File: config.mk
export PLATFORM = sky130hd
export DESIGN_NAME = ads_serial
export DESIGN_NICKNAME = d
export VERILOG_FILES = /design/src/include/ads_pkg.sv /design/src/verilog/ads_sync.sv /design/src/verilog/ads_fifo.sv /design/src/verilog/ads_serial.sv
export VERILOG_INCLUDE_DIRS = /design/src /design/src/include
export SDC_FILE = /design/constraint.sdc
export NUM_CORES = 1
export LEC_CHECK = 0
export BUFFER_PORTS_ARGS = -buffer_cell sky130_fd_sc_hd__buf_2
export CAP_MARGIN = 10
export CORE_MARGIN = 5
export CORE_UTILIZATION = 40
export CTS_CLUSTER_SIZE = 14
export DETAILED_ROUTE_END_ITERATION = 8
export SYNTH_ARGS = -nofsm -noshare
export SYNTH_HDL_FRONTEND = slang
export SYNTH_SLANG_ARGS = --single-unit
export TNS_END_PERCENT = 30
File: constraint.sdc
create_clock -name CLOCK -period 4.81 [get_ports CLOCK]
set_input_delay 0.481 -clock CLOCK [delete_from_list [all_inputs] [get_ports CLOCK]]
set_output_delay 0.481 -clock CLOCK [all_outputs]
set_load 0.01 [all_outputs]
File: src/include/ads_defs.svh
// What this block does
// - External single cycle: sleep until SCK rises, CS low
// - Sample SDI on the first 8 rising SCK edges
// - New channel applies to next conversion only
// - SDO changes on falling edges; 24 bits
// - 24th external falling edge starts conversion, SDO high
// - CS low after frame keeps busy flag on SDO
// - External: CS rise mid-frame aborts, starts conversion
// - Abort loads channel only after 8th falling edge
// - Sample SCK level at end of power-on reset
// - CS low: busy flag shown; load result when it falls
// - SCK high at POR end or CS fall: internal
// - SCK low at those moments selects external clock
// - SDO released while CS high, driven while low
// - Status probe wakes device; CS high first resleeps
// - First internal rising edge after probe delay
// - Internal: after 24th rise convert, SCK/SDO high
// - Internal: CS rise mid-frame aborts, same 8-edge rule
// - Continuous: both low at end, half period, then frame
// - Continuous: 24th generated rise ends frame, converts
`ifndef ADS_DEFS_SVH
`define ADS_DEFS_SVH

// =====================================================
// Frame layout
`define ADS_FRAME_BITS 5'd24
`define ADS_CHAN_LOAD_EDGE 5'd8
`define ADS_CHAN_W 8
`define ADS_CHAN_DEFAULT 8'h00
`define ADS_EOC_READY 1'b0
`define ADS_EOC_BUSY 1'b1

// =====================================================
// Timing
`define ADS_CLK_MHZ 125
`define ADS_POR_TIME_US 4000
`define ADS_T_EOCTEST_NS 12000
`define ADS_EOSC_TENTHS 36
`define ADS_TIMER_W 20

`endif

File: src/include/ads_pkg.sv
package ads_pkg;

   // =====================================================
   // Types
   typedef enum logic [2:0] {
      ADS_POR   = 3'h0,
      ADS_CONV  = 3'h1,
      ADS_SLEEP = 3'h3,
      ADS_PROBE = 3'h2,
      ADS_SHIFT = 3'h6,
      ADS_HALF  = 3'h7
   } ads_state_e;

   typedef enum logic {
      ADS_MODE_INT = 1'b0,
      ADS_MODE_EXT = 1'b1
   } ads_mode_e;

endpackage

File: src/verilog/ads_sync.sv
`timescale 1ns/1ps
module ads_sync #(
   parameter int W = 1,
   parameter logic [W-1:0] INIT = '0
) (
   input wire logic clk,
   input wire logic rst_n,
   input wire logic [W-1:0] d,
   output logic [W-1:0] q
);
   logic [W-1:0] meta;

   always_ff @(posedge clk or negedge rst_n) begin
      if (!rst_n) begin
         meta <= INIT;
         q <= INIT;
      end else begin
         meta <= d;
         q <= meta;
      end
   end
endmodule // ads_sync

File: src/verilog/ads_fifo.sv
`timescale 1ns/1ps
module ads_fifo #(
   parameter int W = 23,
   parameter int DEPTH = 16
) (
   input wire logic clk,
   input wire logic rst_n,
   input wire logic in_valid,
   output logic in_ready,
   input wire logic [W-1:0] in_data,
   output logic out_valid,
   input wire logic out_ready,
   output logic [W-1:0] out_data
);
   localparam int AW = $clog2(DEPTH);

   logic [W-1:0] mem [DEPTH];
   logic [AW:0] wr_ptr;
   logic [AW:0] rd_ptr;
   logic push;
   logic pop;

   assign in_ready = (wr_ptr ^ rd_ptr) != {1'b1, {AW{1'b0}}};
   assign out_valid = wr_ptr != rd_ptr;
   assign push = in_valid & in_ready;
   assign pop = out_valid & out_ready;
   assign out_data = mem[rd_ptr[AW-1:0]];

   always_ff @(posedge clk) begin
      if (push) begin
         mem[wr_ptr[AW-1:0]] <= in_data;
      end
   end

   always_ff @(posedge clk or negedge rst_n) begin
      if (!rst_n) begin
         wr_ptr <= '0;
         rd_ptr <= '0;
      end else begin
         if (push) begin
            wr_ptr <= wr_ptr + 1'b1;
         end
         if (pop) begin
            rd_ptr <= rd_ptr + 1'b1;
         end
      end
   end
endmodule // ads_fifo

File: src/verilog/ads_serial.sv
`timescale 1ns/1ps
`include "ads_defs.svh"
module ads_serial #(
   parameter int RES_W = 23,
   parameter int FIFO_DEPTH = 16,
   parameter int INT_HALF = 10,
   parameter int EXT_OSC_KHZ = 307,
   parameter int POR_CYCLES = `ADS_POR_TIME_US * `ADS_CLK_MHZ
) (
   input wire logic CLOCK,
   input wire logic RSTN,
   input wire logic CS_N,
   input wire logic SDI,
   input wire logic SCK_IN,
   output logic SCK_OUT,
   output logic SCK_OE_N,
   output logic SCK_PULLUP,
   output logic SDO_OUT,
   output logic SDO_OE_N,
   input wire logic OSC_SELECT,
   input wire logic [RES_W-1:0] RESULT_DATA,
   input wire logic RESULT_VALID,
   output logic RESULT_READY,
   output logic CONV_START,
   output logic [`ADS_CHAN_W-1:0] CONV_CHANNEL,
   output ads_pkg::ads_mode_e SCK_MODE
);
   import ads_pkg::*;

   function automatic int ceil_div(input int n, input int d);
      ceil_div = (n + d - 1) / d;
   endfunction

   // Least times round up to whole clock cycles
   localparam int PROBE_INT = ceil_div(`ADS_T_EOCTEST_NS * `ADS_CLK_MHZ, 1000);
   localparam int PROBE_EXT = ceil_div(`ADS_EOSC_TENTHS * `ADS_CLK_MHZ * 1000,
                                       10 * EXT_OSC_KHZ);
   localparam logic [`ADS_TIMER_W-1:0] POR_LOAD = `ADS_TIMER_W'(POR_CYCLES - 1);
   // Probe delay includes the half period before the first rise
   localparam logic [`ADS_TIMER_W-1:0] PROBE_INT_LOAD = `ADS_TIMER_W'(PROBE_INT - 1 - INT_HALF);
   localparam logic [`ADS_TIMER_W-1:0] PROBE_EXT_LOAD = `ADS_TIMER_W'(PROBE_EXT - 1 - INT_HALF);
   localparam logic [`ADS_TIMER_W-1:0] HALF_LOAD = `ADS_TIMER_W'(INT_HALF - 1);
   localparam logic [7:0] HALF_TOP = 8'(INT_HALF - 1);
   localparam logic [4:0] LAST_EDGE = `ADS_FRAME_BITS - 5'd1;

   // =====================================================
   // Reset release
   logic [1:0] rst_pipe;
   logic rst_n;

   always_ff @(posedge CLOCK or negedge RSTN) begin
      if (!RSTN) begin
         rst_pipe <= 2'b00;
      end else begin
         rst_pipe <= {rst_pipe[0], 1'b1};
      end
   end
   assign rst_n = rst_pipe[1];

   // =====================================================
   // Pin synchronisers and edge finders
   logic [3:0] pins_s;
   logic cs_s;
   logic sdi_s;
   logic sck_s;
   logic osc_s;
   logic cs_d;
   logic sck_d;

   ads_sync #(.W(4), .INIT(4'h8)) u_sync (
      .clk(CLOCK),
      .rst_n(rst_n),
      .d({CS_N, SDI, SCK_IN, OSC_SELECT}),
      .q(pins_s)
   );
   assign {cs_s, sdi_s, sck_s, osc_s} = pins_s;

   always_ff @(posedge CLOCK or negedge rst_n) begin
      if (!rst_n) begin
         cs_d <= 1'b1;
         sck_d <= 1'b0;
      end else begin
         cs_d <= cs_s;
         sck_d <= sck_s;
      end
   end

   logic cs_rise;
   logic cs_fall;
   logic ext_rise;
   logic ext_fall;

   assign cs_rise = cs_s & ~cs_d;
   assign cs_fall = ~cs_s & cs_d;
   assign ext_rise = sck_s & ~sck_d;
   assign ext_fall = ~sck_s & sck_d;

   // =====================================================
   // Result buffer: converter results wait here until a conversion ends
   logic res_valid;
   logic res_pop;
   logic [RES_W-1:0] res_data;
   ads_state_e state;
   ads_state_e next_state;

   assign res_pop = (state == ADS_CONV);

   ads_fifo #(.W(RES_W), .DEPTH(FIFO_DEPTH)) u_fifo (
      .clk(CLOCK),
      .rst_n(rst_n),
      .in_valid(RESULT_VALID),
      .in_ready(RESULT_READY),
      .in_data(RESULT_DATA),
      .out_valid(res_valid),
      .out_ready(res_pop),
      .out_data(res_data)
   );

   // =====================================================
   // Serial clock: external edges or generated ones
   ads_mode_e mode;
   logic ext_mode;
   logic int_sck;
   logic [7:0] half_cnt;
   logic half_tick;
   logic rise_ev;
   logic fall_ev;
   logic [`ADS_TIMER_W-1:0] timer;
   logic [4:0] rise_cnt;
   logic [4:0] fall_cnt;

   assign ext_mode = (mode == ADS_MODE_EXT);
   assign SCK_MODE = mode;
   assign half_tick = (state == ADS_SHIFT) & ~ext_mode & (half_cnt == HALF_TOP);
   assign rise_ev = ext_mode ? ext_rise : (half_tick & ~int_sck);
   assign fall_ev = ext_mode ? ext_fall : (half_tick & int_sck);

   always_ff @(posedge CLOCK or negedge rst_n) begin
      if (!rst_n) begin
         half_cnt <= 8'h00;
         int_sck <= 1'b0;
      end else if (state == ADS_SHIFT && !ext_mode) begin
         half_cnt <= half_tick ? 8'h00 : half_cnt + 8'h01;
         if (half_tick) begin
            int_sck <= ~int_sck;
         end
      end else begin
         half_cnt <= 8'h00;
         int_sck <= 1'b0;
      end
   end

   // =====================================================
   // Mode choice from the SCK level
   always_ff @(posedge CLOCK or negedge rst_n) begin
      if (!rst_n) begin
         mode <= ADS_MODE_INT;
      end else if ((state == ADS_POR && timer == '0) || cs_fall) begin
         mode <= sck_s ? ADS_MODE_INT : ADS_MODE_EXT;
      end
   end

   // =====================================================
   // Sequencer
   logic started;
   logic frame_done;
   logic start_conv;
   logic load_chan;
   logic first_rise;

   // Abort window opens at the 1st falling edge (external) or 1st rise
   assign started = ext_mode ? (fall_cnt != 5'd0) : (rise_cnt != 5'd0);
   assign frame_done = ext_mode ? (fall_ev && fall_cnt == LAST_EDGE)
                                : (fall_ev && rise_cnt == `ADS_FRAME_BITS);

   always_comb begin
      next_state = state;
      start_conv = 1'b0;
      load_chan = 1'b0;
      unique case (state)
         ADS_POR: begin
            if (timer == '0) begin
               next_state = ADS_CONV;
               start_conv = 1'b1;
            end
         end
         ADS_CONV: begin
            if (res_valid) begin
               // Tied-low CS while internal: no probe delay, half period only
               next_state = (!ext_mode && !cs_s) ? ADS_HALF : ADS_SLEEP;
            end
         end
         ADS_SLEEP: begin
            if (!cs_s && !cs_fall) begin
               if (ext_mode) begin
                  if (ext_rise) begin
                     next_state = ADS_SHIFT;
                  end
               end else begin
                  next_state = ADS_PROBE;
               end
            end
         end
         ADS_PROBE: begin
            if (cs_s) begin
               next_state = ADS_SLEEP;
            end else if (timer == '0) begin
               next_state = ADS_SHIFT;
            end
         end
         ADS_HALF: begin
            if (cs_s) begin
               next_state = ADS_SLEEP;
            end else if (timer == '0) begin
               next_state = ADS_SHIFT;
            end
         end
         ADS_SHIFT: begin
            if (cs_rise && started) begin
               next_state = ADS_CONV;
               start_conv = 1'b1;
               load_chan = (fall_cnt >= `ADS_CHAN_LOAD_EDGE);
            end else if (cs_rise) begin
               next_state = ADS_SLEEP;
            end else if (frame_done) begin
               next_state = ADS_CONV;
               start_conv = 1'b1;
               load_chan = 1'b1;
            end
         end
         default: begin
            next_state = ADS_POR;
         end
      endcase
   end

   always_ff @(posedge CLOCK or negedge rst_n) begin
      if (!rst_n) begin
         state <= ADS_POR;
      end else begin
         state <= next_state;
      end
   end

   // =====================================================
   // Shared timer: power-on interval, probe delay, half period
   always_ff @(posedge CLOCK or negedge rst_n) begin
      if (!rst_n) begin
         timer <= POR_LOAD;
      end else if (next_state == ADS_PROBE && state != ADS_PROBE) begin
         timer <= osc_s ? PROBE_EXT_LOAD : PROBE_INT_LOAD;
      end else if (next_state == ADS_HALF && state != ADS_HALF) begin
         timer <= HALF_LOAD;
      end else if (timer != '0) begin
         timer <= timer - 1'b1;
      end
   end

   // =====================================================
   // Edge counters and channel word input
   logic [`ADS_CHAN_W-1:0] chan_shift;
   logic [`ADS_CHAN_W-1:0] chan;

   // The rise that wakes an external frame is itself the first data bit
   assign first_rise = (state == ADS_SLEEP) && (next_state == ADS_SHIFT);

   always_ff @(posedge CLOCK or negedge rst_n) begin
      if (!rst_n) begin
         rise_cnt <= 5'd0;
         fall_cnt <= 5'd0;
      end else if (state == ADS_SHIFT || first_rise) begin
         if (rise_ev) begin
            rise_cnt <= rise_cnt + 5'd1;
         end
         if (fall_ev && state == ADS_SHIFT) begin
            fall_cnt <= fall_cnt + 5'd1;
         end
      end else begin
         rise_cnt <= 5'd0;
         fall_cnt <= 5'd0;
      end
   end

   always_ff @(posedge CLOCK or negedge rst_n) begin
      if (!rst_n) begin
         chan_shift <= `ADS_CHAN_DEFAULT;
      end else if ((state == ADS_SHIFT || first_rise) && rise_ev
                   && rise_cnt < `ADS_CHAN_LOAD_EDGE) begin
         chan_shift <= {chan_shift[`ADS_CHAN_W-2:0], sdi_s};
      end
   end

   // Channel only changes at a conversion start, never mid-conversion
   always_ff @(posedge CLOCK or negedge rst_n) begin
      if (!rst_n) begin
         chan <= `ADS_CHAN_DEFAULT;
         CONV_CHANNEL <= `ADS_CHAN_DEFAULT;
         CONV_START <= 1'b0;
      end else begin
         CONV_START <= start_conv;
         if (load_chan) begin
            chan <= chan_shift;
         end
         if (start_conv) begin
            CONV_CHANNEL <= load_chan ? chan_shift : chan;
         end
      end
   end

   // =====================================================
   // Result shift register and SDO
   logic [`ADS_FRAME_BITS-1:0] out_shift;

   always_ff @(posedge CLOCK or negedge rst_n) begin
      if (!rst_n) begin
         out_shift <= '0;
      end else if (state == ADS_CONV && res_valid) begin
         out_shift <= {`ADS_EOC_READY, res_data};
      end else if (state == ADS_SHIFT && fall_ev) begin
         out_shift <= {out_shift[`ADS_FRAME_BITS-2:0], 1'b0};
      end
   end

   // Ready (low) flag leads every frame, so the first rise sees it
   always_ff @(posedge CLOCK or negedge rst_n) begin
      if (!rst_n) begin
         SDO_OUT <= `ADS_EOC_BUSY;
      end else if (next_state == ADS_CONV || next_state == ADS_POR) begin
         SDO_OUT <= `ADS_EOC_BUSY;
      end else if (state != ADS_SHIFT) begin
         SDO_OUT <= `ADS_EOC_READY;
      end else if (fall_ev) begin
         SDO_OUT <= out_shift[`ADS_FRAME_BITS-2];
      end
   end

   always_ff @(posedge CLOCK or negedge rst_n) begin
      if (!rst_n) begin
         SDO_OE_N <= 1'b1;
      end else begin
         SDO_OE_N <= cs_s;
      end
   end

   // =====================================================
   // SCK drive in internal mode
   // Held high while converting so a CS fall keeps internal mode
   always_ff @(posedge CLOCK or negedge rst_n) begin
      if (!rst_n) begin
         SCK_OE_N <= 1'b1;
         SCK_OUT <= 1'b0;
      end else if (ext_mode || state == ADS_POR || next_state == ADS_POR
                   || next_state == ADS_SLEEP) begin
         SCK_OE_N <= 1'b1;
         SCK_OUT <= 1'b0;
      end else begin
         SCK_OE_N <= 1'b0;
         unique case (next_state)
            ADS_CONV: SCK_OUT <= 1'b1;
            ADS_SHIFT: SCK_OUT <= half_tick ? ~int_sck : int_sck;
            default: SCK_OUT <= 1'b0;
         endcase
      end
   end

   // Pull-up on while deselected and SCK not driven so a floating pin reads high at select;
   // off while selected and the pin sits low
   always_ff @(posedge CLOCK or negedge rst_n) begin
      if (!rst_n) begin
         SCK_PULLUP <= 1'b1;
      end else begin
         SCK_PULLUP <= (state == ADS_POR) | (SCK_OE_N & (sck_s | cs_s));
      end
   end
endmodule // ads_serial

# ---- Word level (Yosys, flattened, before mapping)
# Memory sizes are Yosys's and may differ from the RTL's.
# Cells that the tools add are included.
# W data, S select, Z words.
dict set report totals {
  reg_bits 117
  ramBits 368
  n_memories 1
}
# name words word_bits rd rd_ports_with_merged_regs wr line
set memory_table {}
lappend memory_table {u_fifo.mem 16 23 1 0 1 ads_fifo.sv:17} ;# logic [W-1:0] mem [DEPTH];
dict set report classes {
  addsub 6
  n_lt_le_gt_ge 2
  n_eq_ne 20
  muxes 47
  bitwise 20
  n_reduce_logical 33
}
# operator count
set op_table {}
lappend op_table {{$mux W20} 3}
lappend op_table {{$mux W23} 2}
lappend op_table {{$mux W3} 11}
lappend op_table {{$mux W8} 3}
lappend op_table {{$add A5 B1 Y5 const B} 4}
lappend op_table {{$logic_not A20 Y1} 1}
lappend op_table {{$mux W1} 20}
lappend op_table {{$mux W5} 4}
lappend op_table {{$reduce_bool A20 Y1} 1}
lappend op_table {{$sub A20 B1 Y20 const B} 1}
lappend op_table {{$pmux W3 S5} 1}
lappend op_table {{$logic_and A1 B1 Y1} 14}
lappend op_table {{$eq A3 B2 Y1 const B} 4}
lappend op_table {{$eq A3 B3 Y1 const B} 4}
lappend op_table {{$and A1 B1 Y1} 11}
lappend op_table {{$eq A5 B5 Y1 const B} 2}
lappend op_table {{$reduce_bool A5 Y1} 2}
lappend op_table {{$add A8 B1 Y8 const B} 1}
lappend op_table {{$eq A8 B4 Y1 const B} 1}
lappend op_table {{$mux W7} 1}
lappend op_table {{$eq A3 B1 Y1 const B} 2}
lappend op_table {{$logic_not A3 Y1} 2}
lappend op_table {{$logic_or A1 B1 Y1} 6}
lappend op_table {{$ne A3 B3 Y1 const B} 2}
lappend op_table {{other kinds (15)} 25}

# ---- Depth between registers and ports, before layout
dict set report depth {
  ltp_word 16
  depth_mapped 13
  mapped_depth_nobuf 12
}

# ---- Hierarchy
# From an unflattened synthesis, not the netlist that was laid out.
dict set report unflattened {
  cells_unflattened 1188
  hier_area_um2 19776.5
}
# mod n_inst cells_per_inst area_per_inst_um2 seq_area_each_um2
set modules_own_cells {}
lappend modules_own_cells {ads_fifo 1 743 14830.5 11300.8}
lappend modules_own_cells {ads_serial 1 437 4743.3 2496.1}
lappend modules_own_cells {ads_sync 1 8 202.7 202.7}

# ---- Worst setup path after synthesis
# Ideal clock, no wire load.
dict set report synth_timing {
  kind {register -> register}
  from {reg u_fifo.rd_ptr[2]}
  to {mem u_fifo.mem[3][0] (enable)}
  setup_ps 432
  t_arrival_ps 3213
  t_required_ps 4378
  setup_slack_ps 1165
  stages_incl_launch_ff 9
  path_buffers 2
  path_cell_list {dfrtp_1 > buf_2 > xor2_1 > nor4_4 > or2b_1 > and2_1 > clkbuf_1 > nand2_1 > nor3_1}
}
dict set report synth_between {
  elab_chain_cells 5
}
# element line
set synth_rtl {}
lappend synth_rtl {{from (decl)} ads_fifo.sv:19} ;# logic [AW:0] rd_ptr;
lappend synth_rtl {{from (signal assigned)} ads_fifo.sv:44} ;# rd_ptr <= rd_ptr + 1'b1;
lappend synth_rtl {{$xor A5 B5 Y5} ads_fifo.sv:23} ;# assign in_ready = (wr_ptr ^ rd_ptr) != {1'b1, {AW{1'b0}}};
lappend synth_rtl {{$ne A5 B5 Y1} ads_fifo.sv:23}
lappend synth_rtl {{net RESULT_READY} ads_serial.sv:23} ;# output logic RESULT_READY,
lappend synth_rtl {{$and A1 B1 Y1} ads_fifo.sv:25} ;# assign push = in_valid & in_ready;
lappend synth_rtl {{$mux W1} ads_fifo.sv:30} ;# if (push) begin
lappend synth_rtl {{$mux W1 (not written as such)} ads_fifo.sv:31} ;# mem[wr_ptr[AW-1:0]] <= in_data;
lappend synth_rtl {{to (decl)} ads_fifo.sv:17}
# The timed path passes the listed nets, and every way through them passes these cells.

# ---- Worst setup path after layout
dict set report layout_timing {
  from {reg u_fifo.rd_ptr[0]}
  to {mem u_fifo.mem[1][17] (enable)}
}
dict set report layout_between {
  elab_chain_cells 5
}
# element line
set layout_rtl {}
lappend layout_rtl {{$xor A5 B5 Y5} ads_fifo.sv:23}
lappend layout_rtl {{$ne A5 B5 Y1} ads_fifo.sv:23}
lappend layout_rtl {{$and A1 B1 Y1} ads_fifo.sv:25}
lappend layout_rtl {{$mux W1} ads_fifo.sv:30}
lappend layout_rtl {{$mux W1 (not written as such)} ads_fifo.sv:31}
# Every way passes these cells.

==> results.json <==
{
  "max_freq_ghz": 0.2891,
  "leakage_nw": 7.468,
  "fill_cells": 3992,
  "cts_tree": "done",
  "overflow": 0,
  "post_drt_wl_per_cell_um": 22.65,
  "dieArea_um2": 52870,
  "synth-seq-cells": 485,
  "core_um2": 47750,
  "synthesis.area_um2": 19350,
  "hold_slack_ns": 0.2146,
  "cp_slowest_stage_delay_ns": 0.82,
  "multi_input_area_um2": 5179,
  "path_cells": "xor2_1 > nor4_4 > or2b_1 > and2_1 > nand2_1 > nor3_2 > buf_4",
  "dp_hpwl_um": 24140,
  "drt_pass1_iterations": 5,
  "cts-resized-gates": 0,
  "die_w_um": 229.9,
  "clock_sinks": 485,
  "n_antenna_cell": 0,
  "status": "finished clean",
  "numPortBuffers": 45,
  "dp_slack_ns": 1.296,
  "start_util": 0.4052,
  "hold_violations": 0,
  "drtAntennaViolNets": 0,
  "drt_iter0_drc": 712,
  "clk_pin_slew_worst_paths_ns": 0.06,
  "fin_setup_tns_ns": 0,
  "ios": 46,
  "area_delta_synth_final_pct": 14.20,
  "final_cells": 1788,
  "irDropWorstVdd_uv": 258.0,
  "worst_path_max_delay_cell": "nor3_2",
  "dp.cells": 1689,
  "drc_errors": 0,
  "worstMarginPinSlew_ns": 1.072,
  "routed_via_density": 5.449,
  "die_y_um": 229.9,
  "synthFlopType": "edfxtp_1",
  "hold_path_class": "primary input to async pin",
  "utilization": 0.4627,
  "setup_viol": 0,
  "postCtsSetupBuffers": 0,
  "worst_setup_path_start_kind": "flop",
  "clock_latency_ns": 0.60,
  "worst_slack_ns": 1.350,
  "cp.required_ns": 5.07,
  "cp-end-kind": "flop",
  "global_route.usage.total": 0.1536,
  "grt_start_max_net_pins": 65,
  "seq_area_um2": 14010,
  "syn-instance-count": 1062,
  "routed-via-count": 9743,
  "power_density_nw_per_um2": 473.7,
  "drive_gt1_frac": 0.2745,
  "rsz0062_at_grt": "no",
  "synth-seq-area-share": 0.7236,
  "globalplace.congestion": 0.7811,
  "grt_first_pass_wirelength_um": 62190,
  "synth.avg_cell_area_um2": 18.22,
  "antenna_found_initial": 4,
  "row_count": 80,
  "synth-edff-count": 368,
  "fin_nets": 1175,
  "numCtsBuffers": 50,
  "period_minus_slack_ns": 3.460,
  "slew_headroom": 0.2835,
  "skew_ns": 0.02375,
  "crit_path_max_fanout": 17,
  "yosysWarningCount": 0,
  "max_cap_viol_count": 0,
  "arrival_ns": 3.72,
  "routed_wl_um": 40500,
  "slew_violations": 0,
  "async_flop_share": 0.2412,
  "critical_path_buf_inv_count": 1,
  "cts_root_buffer": "clkbuf_16",
  "period_share": 0.7192,
  "critPathTopFamily": "simple AND/OR/NAND/NOR gates",
  "synth_fp_nets": 1106,
  "synthDistinctLibCells": 61,
  "h-tree-depth": 2,
  "grt_pass1_vias": 10090,
  "cts.path.max_buffers": 3,
  "path_class": "flop to flop"
}
## routing by layer
| metal | GRT usage | wire length (um) | up-vias | share of wire |
|---|---|---|---|---|
| met5 | 0 | 31 | - | 0.00077 |
| met4 | 0.04315 | 803 | 4 | 0.020 |
| met3 | 0.03146 | 2273 | 58 | 0.056 |
| met2 | 0.2385 | 18890 | 240 | 0.47 |
| met1 | 0.2231 | 18500 | 5144 | 0.46 |
| li1 | - | - | 4297 | - |
## kinds of logic (layout without fill, tap and decap cells)
logic type | after synthesis | count (layout) | share of synthesized area
fa+ha+maj | 14 | 14 | 0.009054
xor+xnor | 41 | 41 | 0.01856
mux | 143 | 143 | 0.1500
compound gates | 73 | 73 | 0.02619
flops | 485 | 485 | 0.7236
simple gates | 240 | 240 | 0.05807
buf+inv | 65 | 176 | 0.01436
other cells | 1 | 1 | 0.0001938
## report_power, final
group          switching [mW]  total (mW)  internal [mW]  leakage, nW
logic                   0.781        1.30          0.516         1.92
clock network            1.63        3.94           2.31        0.811
registers               0.233        5.23           5.00         4.74
## layout make-up
cell class / instances / share of cell area
Clock inverter: 33 / 0.01744
Timing Repair Buffer: 66 / 0.01790
Multi-Input combinational cell: 512 / 0.2344
Clock buffer: 61 / 0.05850
Tap cell: 615 / 0.03483
Inverter: 16 / 0.002718
Sequential cell: 485 / 0.6342
## timing repair
| item | 4_1_cts | 5_1_grt |
|---|---|---|
| hold buffers | 5 | 0 |
| setup endpoints to repair | 0 | 0 |
| hold endpoints to repair | 6 | 0 |
## through the flow
step	area [um^2]	power (mW)
floorplan	19350	6.138
CTS	22090	10.60
finish	22090	10.47
global route	22090	10.90
detailed placement	20370	6.633
global placement	20370	6.605
## final timing paths
kind / startpoint / to / slack (ns) / depth (start not counted)
min in group CLOCK: RESULT_DATA[12] / u_fifo.mem[15][12] / 0.26 / 1
min: RSTN / rst_pipe[0] / 0.21 / 2
min reg2reg: u_sync.meta[0] / u_sync.q[0] / 0.35 / 0
max: u_fifo.rd_ptr[0] / u_fifo.mem[1][17] / 1.35 / 7
max in group asynchronous: rst_pipe[1] / u_fifo.rd_ptr[0] / 3.10 / 1
max reg2reg: u_fifo.rd_ptr[0] / u_fifo.mem[1][17] / 1.35 / 7
## cell usage after synthesis, drive strengths merged (3+ instances only)
library cell	n	share of area
edfxtp	368	0.57
mux4	115	0.13
dfrtp	100	0.13
nand2	84	0.016
nor2	81	0.016
clkbuf	29	0.0057
mux2	25	0.015
a31oi	24	0.0078
xnor2	21	0.0095
buf	20	0.0056
xor2	20	0.0091
dfstp	17	0.023
inv	16	0.0031
ha	14	0.0091
nor3	13	0.0034
o21ai	13	0.0036
nand3	10	0.0026
nand4	9	0.0032
a21oi	8	0.0023
nand2b	7	0.0023
nor4	7	0.0041
nor2b	6	0.0019
o22ai	6	0.0019
o31ai	5	0.0019
or3	4	0.0013
and2	3	0.00097
mux2i	3	0.0016
nand3b	3	0.0012
o2111ai	3	0.0017
## sequential cells by signal (all words and copies together) (netlist names), 8 cells and up
signal and flops:
chan 8, half_cnt 8, CONV_CHANNEL 8, chan_shift 8, out_shift 23, u_fifo.mem 368
timer 20
## layout by cell type (no fill, tap or decap), types with 4 or more instances in the layout
cell type	instances
nor3_2	4
clkinv_1	13
dlygate4sd3_1	5
edfxtp_1	368
nand2b_1	7
nor4_1	4
clkbuf_16	50
inv_1	16
mux2_2	25
clkbuf_1	11
o22ai_1	6
nand3_1	10
o21ai_0	12
o31ai_1	5
dfrtp_1	96
or3_1	4
nor3_1	9
bufinv_16	7
clkinv_2	5
ha_1	14
a21oi_1	6
buf_2	45
dfstp_2	17
nor2_1	70
nor2_4	11
mux4_2	115
nor2b_1	6
a31oi_1	24
nand4_1	8
buf_4	16
nand2_1	83
xor2_1	20
xnor2_1	21
Note: power is estimated with default switching activity, not from simulation.
